===== config.mk =====
export PLATFORM = sky130hd
export DESIGN_NAME = dual_interval_pulse_timer
export DESIGN_NICKNAME = d
export VERILOG_FILES = /design/src/design/dual_timer_pkg.sv /design/src/design/timer_ctl_if.sv /design/src/design/timer_count_unit.sv /design/src/design/dual_interval_pulse_timer.sv
export SDC_FILE = /design/constraint.sdc
export NUM_CORES = 1
export LEC_CHECK = 0
export ABC_AREA = 1
export BUFFER_PORTS_ARGS = -buffer_cell sky130_fd_sc_hd__buf_2
export CORE_MARGIN = 8
export CORE_UTILIZATION = 45
export DETAILED_ROUTE_END_ITERATION = 10
export SLEW_MARGIN = 10
export SYNTH_ARGS = -nofsm -noshare
export SYNTH_HDL_FRONTEND = slang
export SYNTH_SLANG_ARGS = --single-unit

===== constraint.sdc =====
create_clock -name clk -period 4.1 [get_ports clk]
set_input_delay 0.41 -clock clk [delete_from_list [all_inputs] [get_ports clk]]
set_output_delay 0.41 -clock clk [all_outputs]
set_load 0.01 [all_outputs]

===== src/design/dual_timer_pkg.sv =====
// Shared constants for the dual interval and pulse timer
package dual_timer_pkg;

	// Clock and time base derivation
	localparam int CLK_PERIOD_NS = 50;
	localparam int US_NS         = 1000;
	localparam int US_CYCLES     = US_NS / CLK_PERIOD_NS;
	localparam int TB_COUNT      = 4;
	localparam int TB_US [TB_COUNT] = '{1, 5, 25, 50};

	// Sizes
	localparam int NUM_TIMERS = 2;
	localparam int CNT_W      = 16;
	localparam int ADDR_W     = 8;
	localparam int DATA_W     = 32;

	// Register byte offsets; address bit 2 picks the timer
	localparam logic [7:0] OFF_COUNT  = 8'h00;
	localparam logic [7:0] OFF_RELOAD = 8'h08;
	localparam logic [7:0] OFF_MODE   = 8'h10;
	localparam logic [7:0] OFF_CMD    = 8'h18;
	localparam logic [7:0] OFF_PREP   = 8'h20;
	localparam logic [7:0] OFF_STAT   = 8'h28;
	localparam int         SEL_BIT    = 2;

	// Mode word fields
	localparam int MODE_GATE_BIT     = 15;
	localparam int MODE_EXT_BIT      = 14;
	localparam int MODE_PERIODIC_BIT = 2;
	localparam int MODE_TB_LSB       = 0;

	// Command word fields
	localparam int CMD_START_BIT = 0;
	localparam int CMD_STOP_BIT  = 1;
	localparam int CMD_RUN_BIT   = 0;
	localparam int CMD_GATE_BIT  = 1;
	localparam int CMD_GATEN_BIT = 2;

	// Status and mask layout: underflow at bit i, gate end at bit 2+i
	localparam int STAT_UNDER_LSB = 0;
	localparam int STAT_END_LSB   = 2;
	localparam int STAT_W         = 4;

	// Reset and wrap values
	localparam logic [15:0] COUNT_RST  = 16'h0000;
	localparam logic [15:0] RELOAD_RST = 16'h0000;
	localparam logic [15:0] MODE_RST   = 16'h0000;
	localparam logic [3:0]  STAT_RST   = 4'h0;
	localparam logic [3:0]  MASK_RST   = 4'h0;
	localparam logic [15:0] COUNT_WRAP = 16'hffff;

endpackage


===== src/design/timer_ctl_if.sv =====
// Control and state bundle between the top and one count unit
`timescale 1ns/10ps
interface timer_ctl_if;
	logic        wrCount;
	logic        wrReload;
	logic        wrMode;
	logic        step;
	logic [15:0] wdata;
	logic [15:0] count;
	logic [15:0] reload;
	logic [15:0] mode;
	logic        underflow;

	modport ctrl (
		output wrCount, wrReload, wrMode, step, wdata,
		input  count, reload, mode, underflow
	);
	modport unit (
		input  wrCount, wrReload, wrMode, step, wdata,
		output count, reload, mode, underflow
	);
endinterface


===== src/design/timer_count_unit.sv =====
// One 16-bit down counter with auto-load and mode word
`timescale 1ns/10ps
module timer_count_unit (
	input wire logic    clk,
	input wire logic    srst,
	timer_ctl_if.unit   ctl
);
	logic [15:0] count_q;
	logic [15:0] reload_q;
	logic [15:0] mode_q;
	logic        atZero;

	assign atZero        = (count_q == 16'h0000);
	assign ctl.count     = count_q;
	assign ctl.reload    = reload_q;
	assign ctl.mode      = mode_q;
	// Zero decremented is the underflow, so N gives N+1 periods
	assign ctl.underflow = ctl.step & ~ctl.wrCount & atZero;

	// Load wins over a step; the host stops the timer before loading
	always_ff @(posedge clk) begin
		if (srst) begin
			count_q <= dual_timer_pkg::COUNT_RST;
		end else if (ctl.wrCount) begin
			count_q <= ctl.wdata;
		end else if (ctl.step) begin
			if (atZero) begin
				if (mode_q[dual_timer_pkg::MODE_PERIODIC_BIT]) begin
					count_q <= reload_q;
				end else begin
					count_q <= dual_timer_pkg::COUNT_WRAP;
				end
			end else begin
				count_q <= count_q - 16'h0001;
			end
		end
	end

	always_ff @(posedge clk) begin
		if (srst) begin
			reload_q <= dual_timer_pkg::RELOAD_RST;
		end else if (ctl.wrReload) begin
			reload_q <= ctl.wdata;
		end
	end

	always_ff @(posedge clk) begin
		if (srst) begin
			mode_q <= dual_timer_pkg::MODE_RST;
		end else if (ctl.wrMode) begin
			mode_q <= ctl.wdata;
		end
	end
endmodule


===== src/design/dual_interval_pulse_timer.sv =====
// Two-timer card: APB registers, time bases, run and gate control
//
// Behaviour
// - Two independent 16-bit counters for intervals, pulse counts, durations.
// - Each timer is started, stopped, read and loaded on its own.
// - Reading a count changes neither the count nor the run state.
// - Mode picks internal base or external clock; one decrement per period.
// - Internal bases are 1, 5, 25 and 50 microseconds.
// - Mode word also holds the external gate enable.
// - Periodic or aperiodic, each internal or gate controlled.
// - Periodic mode reloads from the auto-load register and interrupts.
// - Aperiodic mode interrupts, then wraps for a full 65,536 counts.
// - Gate mode counts only while the gate input is active.
// - Per timer: run and gate enable outputs, clock and gate inputs.
// - Run goes on at start, off at stop, gate drop or reset.
// - Address bit picks the timer, except for prepare and status.
// - Mode bit 15 enables the gate, bit 14 picks external base.
// - External clock counted once at its active edge, even across restarts.
//
// Local design decisions: register access over APB and the address map.
`timescale 1ns/10ps
module dual_interval_pulse_timer (
	input  wire logic        clk,
	input  wire logic        srst,
	input  wire logic [7:0]  paddr,
	input  wire logic        psel,
	input  wire logic        penable,
	input  wire logic        pwrite,
	input  wire logic [31:0] pwdata,
	output logic      [31:0] prdata,
	output logic             pready,
	output logic             pslverr,
	input  wire logic [1:0]  extClkN,
	input  wire logic [1:0]  extGateN,
	output logic      [1:0]  runN,
	output logic      [1:0]  gateEnN,
	output logic             irq
);

	// Word compare on the register group; bit 2 selects the timer
	function automatic logic regHit(input logic [7:0] addr,
		input logic [7:0] base);
		regHit = (addr[7:3] == base[7:3]);
	endfunction

	// Bus side
	logic        setupPh;
	logic        wrAcc;
	logic        selT;
	logic        mapped;
	logic [31:0] rdMux;
	logic [31:0] prdata_q;
	logic        pslverr_q;

	// Time base
	logic [4:0]  usCnt_q;
	logic        usTick;
	logic [3:0]  tbTick;

	// Per timer state
	logic [1:0]  running_q;
	logic [1:0]  running_d;
	logic [1:0]  clkPrev_q;
	logic [1:0]  gatePrev_q;
	logic [1:0]  runN_q;
	logic [1:0]  gateEnN_q;
	logic [1:0]  startCmd;
	logic [1:0]  stopCmd;
	logic [1:0]  gateEnd;
	logic [1:0]  underV;
	logic [15:0] countV  [2];
	logic [15:0] reloadV [2];
	logic [15:0] modeV   [2];

	// Interrupt state
	logic [3:0]  stat_q;
	logic [3:0]  stat_d;
	logic [3:0]  mask_q;
	logic [3:0]  mask_d;
	logic [3:0]  statSet;
	logic [3:0]  statClr;
	logic        irq_q;

	// One control bundle per count unit
	timer_ctl_if ctl [2] ();

	// APB decode; zero wait states, data staged at setup
	assign setupPh = psel & ~penable;
	assign wrAcc   = psel & penable & pwrite;
	assign selT    = paddr[dual_timer_pkg::SEL_BIT];
	assign mapped  = regHit(paddr, dual_timer_pkg::OFF_COUNT)
		| regHit(paddr, dual_timer_pkg::OFF_RELOAD)
		| regHit(paddr, dual_timer_pkg::OFF_MODE)
		| regHit(paddr, dual_timer_pkg::OFF_CMD)
		| regHit(paddr, dual_timer_pkg::OFF_PREP)
		| regHit(paddr, dual_timer_pkg::OFF_STAT);
	assign pready  = 1'b1;
	assign prdata  = prdata_q;
	assign pslverr = pslverr_q;

	// Pure read path: no side effects on count or run state
	always_comb begin
		rdMux = 32'h0000_0000;
		if (regHit(paddr, dual_timer_pkg::OFF_COUNT)) begin
			rdMux[15:0] = countV[selT];
		end else if (regHit(paddr, dual_timer_pkg::OFF_RELOAD)) begin
			rdMux[15:0] = reloadV[selT];
		end else if (regHit(paddr, dual_timer_pkg::OFF_MODE)) begin
			rdMux[15:0] = modeV[selT];
		end else if (regHit(paddr, dual_timer_pkg::OFF_CMD)) begin
			rdMux[dual_timer_pkg::CMD_RUN_BIT]   = running_q[selT];
			rdMux[dual_timer_pkg::CMD_GATE_BIT]  = ~extGateN[selT];
			rdMux[dual_timer_pkg::CMD_GATEN_BIT] =
				modeV[selT][dual_timer_pkg::MODE_GATE_BIT];
		end else if (regHit(paddr, dual_timer_pkg::OFF_PREP)) begin
			rdMux[3:0] = mask_q;
		end else if (regHit(paddr, dual_timer_pkg::OFF_STAT)) begin
			rdMux[3:0] = stat_q;
		end
	end

	// Staged at setup so it stands through the access phase
	always_ff @(posedge clk) begin
		if (srst) begin
			prdata_q <= 32'h0000_0000;
		end else if (setupPh) begin
			prdata_q <= pwrite ? 32'h0000_0000 : rdMux;
		end
	end

	// Unmapped words answer with an error, writes there are dropped
	always_ff @(posedge clk) begin
		if (srst) begin
			pslverr_q <= 1'b0;
		end else if (setupPh) begin
			pslverr_q <= ~mapped;
		end
	end

	// Microsecond prescaler feeding all internal bases
	assign usTick = (usCnt_q == 5'(dual_timer_pkg::US_CYCLES - 1));

	always_ff @(posedge clk) begin
		if (srst) begin
			usCnt_q <= 5'h00;
		end else if (usTick) begin
			usCnt_q <= 5'h00;
		end else begin
			usCnt_q <= usCnt_q + 5'h01;
		end
	end

	// The 1 us base is the prescaler tick itself
	assign tbTick[0] = usTick;

	// Bases share the microsecond tick, so they stay phase related
	genvar b;
	generate
		for (b = 1; b < dual_timer_pkg::TB_COUNT; b++) begin : g_base
			localparam logic [5:0] DIV_LAST = 6'(
				dual_timer_pkg::TB_US[b] / dual_timer_pkg::TB_US[0] - 1);
			logic [5:0] divCnt_q;
			assign tbTick[b] = usTick & (divCnt_q == DIV_LAST);
			always_ff @(posedge clk) begin
				if (srst) begin
					divCnt_q <= 6'h00;
				end else if (usTick) begin
					divCnt_q <= (divCnt_q == DIV_LAST) ? 6'h00
						: divCnt_q + 6'h01;
				end
			end
		end
	endgenerate

	// Per timer control path
	genvar t;
	generate
		for (t = 0; t < dual_timer_pkg::NUM_TIMERS; t++) begin : g_tmr
			logic       clkAct;
			logic       gateAct;
			logic       clkEdge;
			logic       gateEn;
			logic       extBase;
			logic       baseTick;
			logic       hitT;
			logic       cmdHit;
			logic [1:0] tbSel;

			assign hitT    = wrAcc & (selT == 1'(t));
			assign clkAct  = ~extClkN[t];
			assign gateAct = ~extGateN[t];
			assign gateEn  = modeV[t][dual_timer_pkg::MODE_GATE_BIT];
			assign extBase = modeV[t][dual_timer_pkg::MODE_EXT_BIT];
			assign tbSel   = modeV[t][dual_timer_pkg::MODE_TB_LSB +: 2];

			// Edge seen regardless of run state, so a held pulse counts once
			assign clkEdge = clkAct & ~clkPrev_q[t];

			always_ff @(posedge clk) begin
				if (srst) begin
					clkPrev_q[t] <= 1'b0;
				end else begin
					clkPrev_q[t] <= clkAct;
				end
			end

			// Last gate level, for the drop that ends a gated run
			always_ff @(posedge clk) begin
				if (srst) begin
					gatePrev_q[t] <= 1'b0;
				end else begin
					gatePrev_q[t] <= gateAct;
				end
			end

			// External edge or a shared internal tick, per mode
			assign baseTick = extBase ? clkEdge : tbTick[tbSel];

			// Command word of this timer; stop and start bits
			assign cmdHit      = hitT
				& regHit(paddr, dual_timer_pkg::OFF_CMD);
			assign startCmd[t] = cmdHit
				& pwdata[dual_timer_pkg::CMD_START_BIT];
			assign stopCmd[t]  = cmdHit
				& pwdata[dual_timer_pkg::CMD_STOP_BIT];

			// Gate going inactive ends the run in gate mode
			assign gateEnd[t] = running_q[t] & gateEn
				& gatePrev_q[t] & ~gateAct;

			// Stop has priority when both command bits are set
			always_comb begin
				running_d[t] = running_q[t];
				if (stopCmd[t]) begin
					running_d[t] = 1'b0;
				end else if (startCmd[t]) begin
					running_d[t] = 1'b1;
				end else if (gateEnd[t]) begin
					running_d[t] = 1'b0;
				end
			end

			// Reset ends the run like a stop
			always_ff @(posedge clk) begin
				if (srst) begin
					running_q[t] <= 1'b0;
				end else begin
					running_q[t] <= running_d[t];
				end
			end

			// Active-low pins, registered so they are glitch free
			always_ff @(posedge clk) begin
				if (srst) begin
					runN_q[t] <= 1'b1;
				end else begin
					runN_q[t] <= ~running_d[t];
				end
			end

			// Follows mode bit 15 even while the timer is stopped
			always_ff @(posedge clk) begin
				if (srst) begin
					gateEnN_q[t] <= 1'b1;
				end else begin
					gateEnN_q[t] <= ~gateEn;
				end
			end

			assign ctl[t].wrCount  = hitT
				& regHit(paddr, dual_timer_pkg::OFF_COUNT);
			assign ctl[t].wrReload = hitT
				& regHit(paddr, dual_timer_pkg::OFF_RELOAD);
			assign ctl[t].wrMode   = hitT
				& regHit(paddr, dual_timer_pkg::OFF_MODE);
			assign ctl[t].wdata    = pwdata[15:0];
			// Gate mode counts only while the gate is held active
			assign ctl[t].step     = running_q[t] & baseTick
				& (~gateEn | gateAct);

			// Unit state for the read mux and the status word
			assign countV[t]  = ctl[t].count;
			assign reloadV[t] = ctl[t].reload;
			assign modeV[t]   = ctl[t].mode;
			assign underV[t]  = ctl[t].underflow;

			// Each unit owns its count, auto-load and mode words
			timer_count_unit u_unit (
				.clk  (clk),
				.srst (srst),
				.ctl  (ctl[t])
			);
		end
	endgenerate

	// Pins idle high out of reset, as inactive levels
	assign runN    = runN_q;
	assign gateEnN = gateEnN_q;

	// Sticky status; a new event in the clearing cycle survives
	always_comb begin
		statSet = 4'h0;
		statSet[dual_timer_pkg::STAT_UNDER_LSB +: 2] = underV;
		statSet[dual_timer_pkg::STAT_END_LSB +: 2]   = gateEnd;
	end
	assign statClr = (wrAcc & regHit(paddr, dual_timer_pkg::OFF_STAT))
		? pwdata[3:0] : 4'h0;
	assign stat_d  = (stat_q & ~statClr) | statSet;

	always_ff @(posedge clk) begin
		if (srst) begin
			stat_q <= dual_timer_pkg::STAT_RST;
		end else begin
			stat_q <= stat_d;
		end
	end

	// Prepare word is shared by both timers, address bit ignored
	assign mask_d = (wrAcc & regHit(paddr, dual_timer_pkg::OFF_PREP))
		? pwdata[3:0] : mask_q;

	always_ff @(posedge clk) begin
		if (srst) begin
			mask_q <= dual_timer_pkg::MASK_RST;
		end else begin
			mask_q <= mask_d;
		end
	end

	// Next-state mask too, so irq follows a prepare write with no lag
	always_ff @(posedge clk) begin
		if (srst) begin
			irq_q <= 1'b0;
		end else begin
			irq_q <= |(stat_d & mask_d);
		end
	end

	assign irq = irq_q;

endmodule


# Yosys cells after proc, flatten, opt, wreduce, memory -nomap -nowiden
# Index checks and enable logic that the tools add are counted.
classes:
  addsub: 6
  mul: 0
  div: 0
  magnitude_cmp: 4
  n_eq_ne: 9
  shifts: 0
  muxes: 47
  bitwise_logic: 66
  n_reduce_logical: 7
ops:
  columns: ["op", "n"]
  rows:
  - ["$mux 16", 20]
  - ["$and 1x1->1", 38]
  - ["$logic_not 16->1", 2]
  - ["$sub 16x1->16 const B", 2]
  - ["$mux 4", 5]
  - ["$add 6x1->6 const B", 3]
  - ["$mux 6", 3]
  - ["$not 1->1", 16]
  - ["$mux 1", 15]
  - ["$mux 12", 1]
  - ["$eq 5x2->1 const B", 2]
  - ["$eq 5x3->1 const B", 2]
  - ["$and 4x4->4", 2]
  - ["$or 1x1->1", 7]
  - ["$eq 6x3->1 const B", 1]
  - ["$eq 6x5->1 const B", 1]
  - ["$eq 6x6->1 const B", 1]
  - ["$lt 2x3->1 const B", 2]
  - ["$add 5x1->5 const B", 1]
  - ["$eq 5x1->1 const B", 1]
  - ["$eq 5x5->1 const B", 1]
  - ["$logic_not 5->1", 1]
  - ["$bmux 1 s2", 2]
  - ["$not 4->4", 1]
  - ["8 further kinds", 9]
word_totals:
  regBits: 171
  latchBits: 0
  mem_bits_rw: 0
  mem_bits_ro: 0
  input_bits: 49
  output_inout_bits: 39
  word_cells: 164
  mem_count: 0

# Logic depth before layout (Yosys ltp)
logic_depth:
  depth_word: 12
  ltp_mapped: 16
  mapped_depth_nobuf: 15

# Modules after synthesis
# A second synthesis with hierarchy kept.
hier_totals:
  cells_unflattened: 1272
  hier_area_um2: 8658.3
by_module_without_submodules:
  columns: ["mod", "n_inst", "cells_per_inst", "area_each_um2", "seq_area_each_um2"]
  rows:
  - ["timer_count_unit", 2, 354, 2479.9, 960.9]
  - ["dual_interval_pulse_timer", 1, 564, 3698.5, 1181.1]

# Least setup slack after synthesis
# Ideal clock, no wire load.
synth_path:
  kind: "reg-to-reg"
  from: "register usCnt_q[0]"
  to: "register g_tmr[0].u_unit.count_q[7]"
  setup_time_ns: 0.132
  arrival_time_ns: 1.555
  required_ns: 3.968
  path_slack_ns: 2.413
  stages_incl_launch_ff: 15
  period_less_slack_ns: 1.687
  cell_sequence: "dfxtp_1 > ha_1 > nand2_2 > inv_2 > nand2_2 > buf_6 > o21bai_2 > inv_1 > nand2_1 > nand2_1 > nand2_2 > nand2_4 > buf_6 > nand3_1 > a31oi_1"
synth_between:
  elab_chain_cells: 8
synth_rtl:
  columns: ["element", "line", "rtl"]
  rows:
  - ["start: declaration", "dual_interval_pulse_timer.sv:56", "logic [4:0] usCnt_q;"]
  - ["start signal: assignment", "dual_interval_pulse_timer.sv:149", "usCnt_q <= usCnt_q + 5'h01;"]
  - ["$eq 5x5->1 (*)", "dual_interval_pulse_timer.sv:141", "assign usTick = (usCnt_q == 5'(dual_timer_pkg::US_CYCLES - 1));"]
  - ["$and 1x1->1", "dual_interval_pulse_timer.sv:163", "assign tbTick[b] = usTick & (divCnt_q == DIV_LAST);"]
  - ["$bmux 1 s2 (*)", "dual_interval_pulse_timer.sv:217", "assign baseTick = extBase ? clkEdge : tbTick[tbSel];"]
  - ["$mux 1 (not written as such) (*)", "dual_interval_pulse_timer.sv:217", null]
  - ["$mux 1 (*)", "dual_interval_pulse_timer.sv:217", null]
  - ["$and 1x1->1 (*)", "dual_interval_pulse_timer.sv:278", "assign ctl[t].step = running_q[t] & baseTick"]
  - ["$and 1x1->1 (*)", "dual_interval_pulse_timer.sv:279", "& (~gateEn | gateAct);"]
  - ["$reduce_bool 2->1 (no line) (*)", null, null]
  - ["end signal: assignment", "timer_count_unit.sv:29", "count_q <= reload_q;"]
  - ["end signal: assignment", "timer_count_unit.sv:31", "count_q <= dual_timer_pkg::COUNT_WRAP;"]
  - ["end signal: assignment", "timer_count_unit.sv:34", "count_q <= count_q - 16'h0001;"]
  - ["end: declaration", "timer_count_unit.sv:8", "logic [15:0] count_q;"]
# Mark *: on every way between the ends. The rest lies on a longest branch, timed or not. The select of a mux whose other input is x is not followed.
# A chain may end at the register's enable or synchronous reset.

# Worst setup path after layout
layout_path:
  from: "register usCnt_q[0]"
  to: "register irq_q (netlist: irq)"
layout_between:
  elab_chain_cells: 12
layout_rtl:
  columns: ["element", "line", "rtl"]
  rows:
  - ["$eq 5x5->1 (*)", "dual_interval_pulse_timer.sv:141", null]
  - ["$and 1x1->1", "dual_interval_pulse_timer.sv:163", null]
  - ["$bmux 1 s2", "dual_interval_pulse_timer.sv:217", null]
  - ["$mux 1 (not written as such)", "dual_interval_pulse_timer.sv:217", null]
  - ["$mux 1", "dual_interval_pulse_timer.sv:217", null]
  - ["$and 1x1->1", "dual_interval_pulse_timer.sv:278", null]
  - ["$and 1x1->1", "dual_interval_pulse_timer.sv:279", null]
  - ["$and 1x1->1 (2 in a row)", "timer_count_unit.sv:18", "assign ctl.underflow = ctl.step & ~ctl.wrCount & atZero;"]
  - ["$or 4x4->4 (*)", "dual_interval_pulse_timer.sv:308", "assign stat_d = (stat_q & ~statClr) | statSet;"]
  - ["$and 4x4->4 (*)", "dual_interval_pulse_timer.sv:335", "irq_q <= |(stat_d & mask_d);"]
  - ["$reduce_or 4->1 (*)", "dual_interval_pulse_timer.sv:335", null]
  - ["end signal: assignment", "dual_interval_pulse_timer.sv:335", null]
  - ["end: declaration", "dual_interval_pulse_timer.sv:82", "logic irq_q;"]
# Marked as above.

==> impl_metrics.py <==
metrics = {
    "outcome": {
        "status": "finished, final reports clean",
    },
    "routing": {
        "avgViaCountPerCell": 5.467,
        "met2WireLength_mm": 11.30,
        "highest_layer": "met4",
        "wl_per_cell_um": 17.25,
        "firstDrtPassIters": 5,
        "wl_met1_mm": 12.77,
        "finalWirelength_mm": 25.98,
        "final_antenna_net_count": 0,
        "met3_length_mm": 1.605,
        "drc": 0,
        "drtIter0Drc": 790,
        "via_count": 8233,
    },
    "placed_design": {
        "port_buffers": 52,
        "place_area_sq_um": 8756,
        "dp.final_hpwl_mm": 18.66,
        "place_congestion": 0.9031,
    },
    "clocking": {
        "ctsHoldBuffers": 0,
        "tritoncts.num_buffers": 17,
        "cts_buffer_depth": 2,
        "clock_sinks": 155,
        "clk-insertion-delay-late_ps": 430,
        "clk_pin_slew_ps": 60,
        "ctsHtreeMaxLevel": 4,
        "cts_tree": "done",
        "cts-root-buf": "clkbuf_16",
        "ctsResizeCount": 0,
        "cts_setup_buffers": 0,
    },
    "finish": {
        "final_nets": 1320,
        "antenna_cells": 0,
        "drive_above_1_share_pct": 11.08,
        "syn2layout_area_growth_pct": 9.883,
        "fin_area_sq_um": 9390,
        "fillerInstances": 1905,
    },
    "floorplanning": {
        "die_y_um": 153.8,
        "start_util_pct": 45.84,
        "die_area_sq_um": 23660,
        "design.core.area_sq_um": 18640,
        "rows": 50,
        "die_width_um": 153.8,
        "io_pins": 88,
    },
    "global_routing": {
        "grt.total_usage_pct": 21.67,
        "grt_pass1_vias": 7343,
        "antenna_found_initial": 0,
        "grt_pass1_wl_mm": 41.08,
        "grt_start_max_net_pins": 65,
        "overflow": 0,
    },
    "synthesis": {
        "ys_seq_area_share_pct": 36.31,
        "synth_cell_type_count": 57,
        "synth_top_area_share_pct": 36.31,
        "synth_async_sr_flop_share_pct": 0,
        "yosysMostFrequentCell": "nand2_1",
        "ys_ff_latch": 155,
        "synth.area.top_cells": "dfxtp_1 (36%), nand2_1 (10%), a21oi_1 (7.8%)",
        "synth-edff-count": 0,
        "synth_commonest_cells": "nand2_1 (238), dfxtp_1 (155), a21oi_1 (134), o21ai_0 (128), nor2_1 (116)",
        "yosysWarningCount": 0,
        "synth_ff_type": "dfxtp_1",
        "synth_top_area_cell": "dfxtp_1",
        "syn_area_sq_um": 8546,
        "synth_cells": 1251,
        "syn_area_per_cell_sq_um": 6.831,
    },
    "power_and_ir_drop": {
        "p_int_mw": 2.633,
        "powerDensity_nw_per_um2": 363.8,
        "power.switching_mw": 0.7832,
        "power_frac_seq_pct": 44.5,
        "p_leak_nw": 3.886,
        "pwr-share-clk_pct": 50.3,
        "vdd_ir_drop_max_uv": 280.2,
        "sw_frac_of_total_pct": 22.92,
        "pwr-share-comb_pct": 5.3,
    },
    "timing": {
        "slew_viol_final": 0,
        "skew_ps": 11.63,
        "slew-limit-headroom_pct": 30.24,
        "rsz0062_at_grt": "false",
        "hold_viol_final": 0,
        "final.setup.tns_ps": 0,
        "max_freq_ghz": 0.4257,
        "post-route-period-util_pct": 57.30,
        "min_period_ps": 2349,
        "worst_pin_slew_ps": 1045,
        "setup-violations-final": 0,
    },
    "critical_path": {
        "reg2reg_depth": 15,
        "crit_end": "irq",
        "required_ps": 4470,
        "cpMaxStageDelayCell": "dfxtp_1",
        "cp-start-kind": "flop",
        "path_common_cell": "nand2_1",
        "regToRegEndpoint": "irq",
        "worst-endpoint-arrival_ps": 2720,
        "startpoint": "usCnt_q[0]",
        "critPathCaptureType": "flop",
        "cpPeakStageDelay_ps": 360,
        "crit_type": "reg -> reg",
        "r2r-start": "usCnt_q[0]",
        "worst-r2r-setup-slack_ps": 1750,
        "path_max_fanout": 20,
        "worstPathCellList": "ha_1 > nand2_2 > inv_2 > nand2_2 > o21bai_2 > inv_1 > nand2_1 > nand2_1 > nand2_2 > nand4_1 > nand2_1 > nand2_1 > nand2_1 > nand2_1 > nand2_1",
    },
    "run": {
        "drv_cap": 0,
    },
    "hold_path": {
        "min_path_type": "in -> reg",
    },
}
==> flip-flops by register name (all words and copies together) (netlist names) <==
signal / cells
clkPrev_q: 2
g_base.divCnt_q: 18
g_tmr.u_unit.ctl.count: 32
g_tmr.u_unit.ctl.mode: 32
g_tmr.u_unit.ctl.reload: 32
gateEnN: 2
gatePrev_q: 2
irq: 1
mask_q: 4
prdata: 16
pslverr: 1
runN: 2
running_q: 2
stat_q: 4
usCnt_q: 5
==> placed cells by master (no fill, tap or decap), drive strengths merged, types with 3 or more instances in the layout <==
master	Yosys	routed
clkbuf	32	19
clkinvlp	0	3
o211ai	11	11
nor3	16	16
inv	117	118
or2	5	5
a21oi	138	138
nand4	24	24
nor4	4	4
xor2	15	15
conb	2	17
xnor2	3	3
o21ai	153	153
o221ai	8	8
mux2i	5	5
nand3	85	85
ha	11	11
nor2	129	129
nand2	250	250
and3	3	3
clkinv	1	4
a31oi	12	12
buf	51	58
bufinv	0	5
dfxtp	155	155
nor3b	5	5
==> cell families after synthesis <==
logic type                 count (synthesis)  synth area share (%)
and+or+nand+nor                          522                 27.69
AOI/OAI and AO/OA                        336                 21.30
buffers and inverters                    201                 10.44
DFF                                      155                 36.31
xor gates and xnor gates                  18                 1.845
adders and majority gates                 11                 1.611
muxes                                      6                0.7174
other                                      2               0.08788
==> area by class of cell <==
type / instances / area [sq um] / share of cell area (%)
clock inverters: 12 / 196.4 / 2.092
inverters: 118 / 445.4 / 4.744
well taps: 234 / 292.8 / 3.118
flip-flops and latches: 155 / 3103 / 33.04
repair buffers: 58 / 305.3 / 3.251
multi-input cells: 910 / 4614 / 49.14
clock buffers: 19 / 432.9 / 4.610
==> per-stage QoR <==
step	total power [mW]	instances	hold slack, ps	util [%]	setup slack [ps]
after CTS	3.434	1506	142.1	50.34	1753
after global placement	1.729	1475	423.3	46.97	1438
after detailed placement	1.730	1475	419.2	46.97	1441
after floorplan	1.676	1266	389.5	-	2413
final	3.417	1506	149.9	50.37	1751
after global routing	3.518	1506	147.0	50.37	1554
==> worst max-delay path, delay by kind of cell (launching register included) <==
family                     cells  cell delay [ps]
AOI/OAI and AO/OA              1              190
adders and majority gates      1              240
buffers and inverters          2              120
DFF                            1              360
and+or+nand+nor               11             1370
==> metal layers <==
metal,vias up,global-route usage [%]
li1,4176,-
met1,3790,31.24
met2,248,32.83
met3,19,3.503
met4,0,5.600
met5,-,0
==> worst min path at each step <==
stage	depth (start not counted)	endpoint	from	slack (ps)
6_report	2	clkPrev_q[1]	extClkN[1]	150
5_1_grt	2	clkPrev_q[0]	extClkN[0]	150
4_1_cts	2	clkPrev_q[1]	extClkN[1]	140
2_1_floorplan	1	gateEnN[0]	g_tmr[0].u_unit.ctl.mode[15]	390
3_5_place_dp	1	gateEnN[0]	g_tmr[0].u_unit.ctl.mode[15]	420
3_3_place_gp	1	gateEnN[0]	g_tmr[0].u_unit.ctl.mode[15]	420
==> power groups by stage <==
stage               combinational [mW]  clock, mW  sequential (mW)
floorplan                        0.124          0             1.55
global placement                 0.177          0             1.55
detailed placement               0.178          0             1.55
CTS                              0.178       1.74             1.52
global route                     0.198       1.80             1.52
finish                           0.180       1.72             1.52
(Power assumes the default switching activity.)
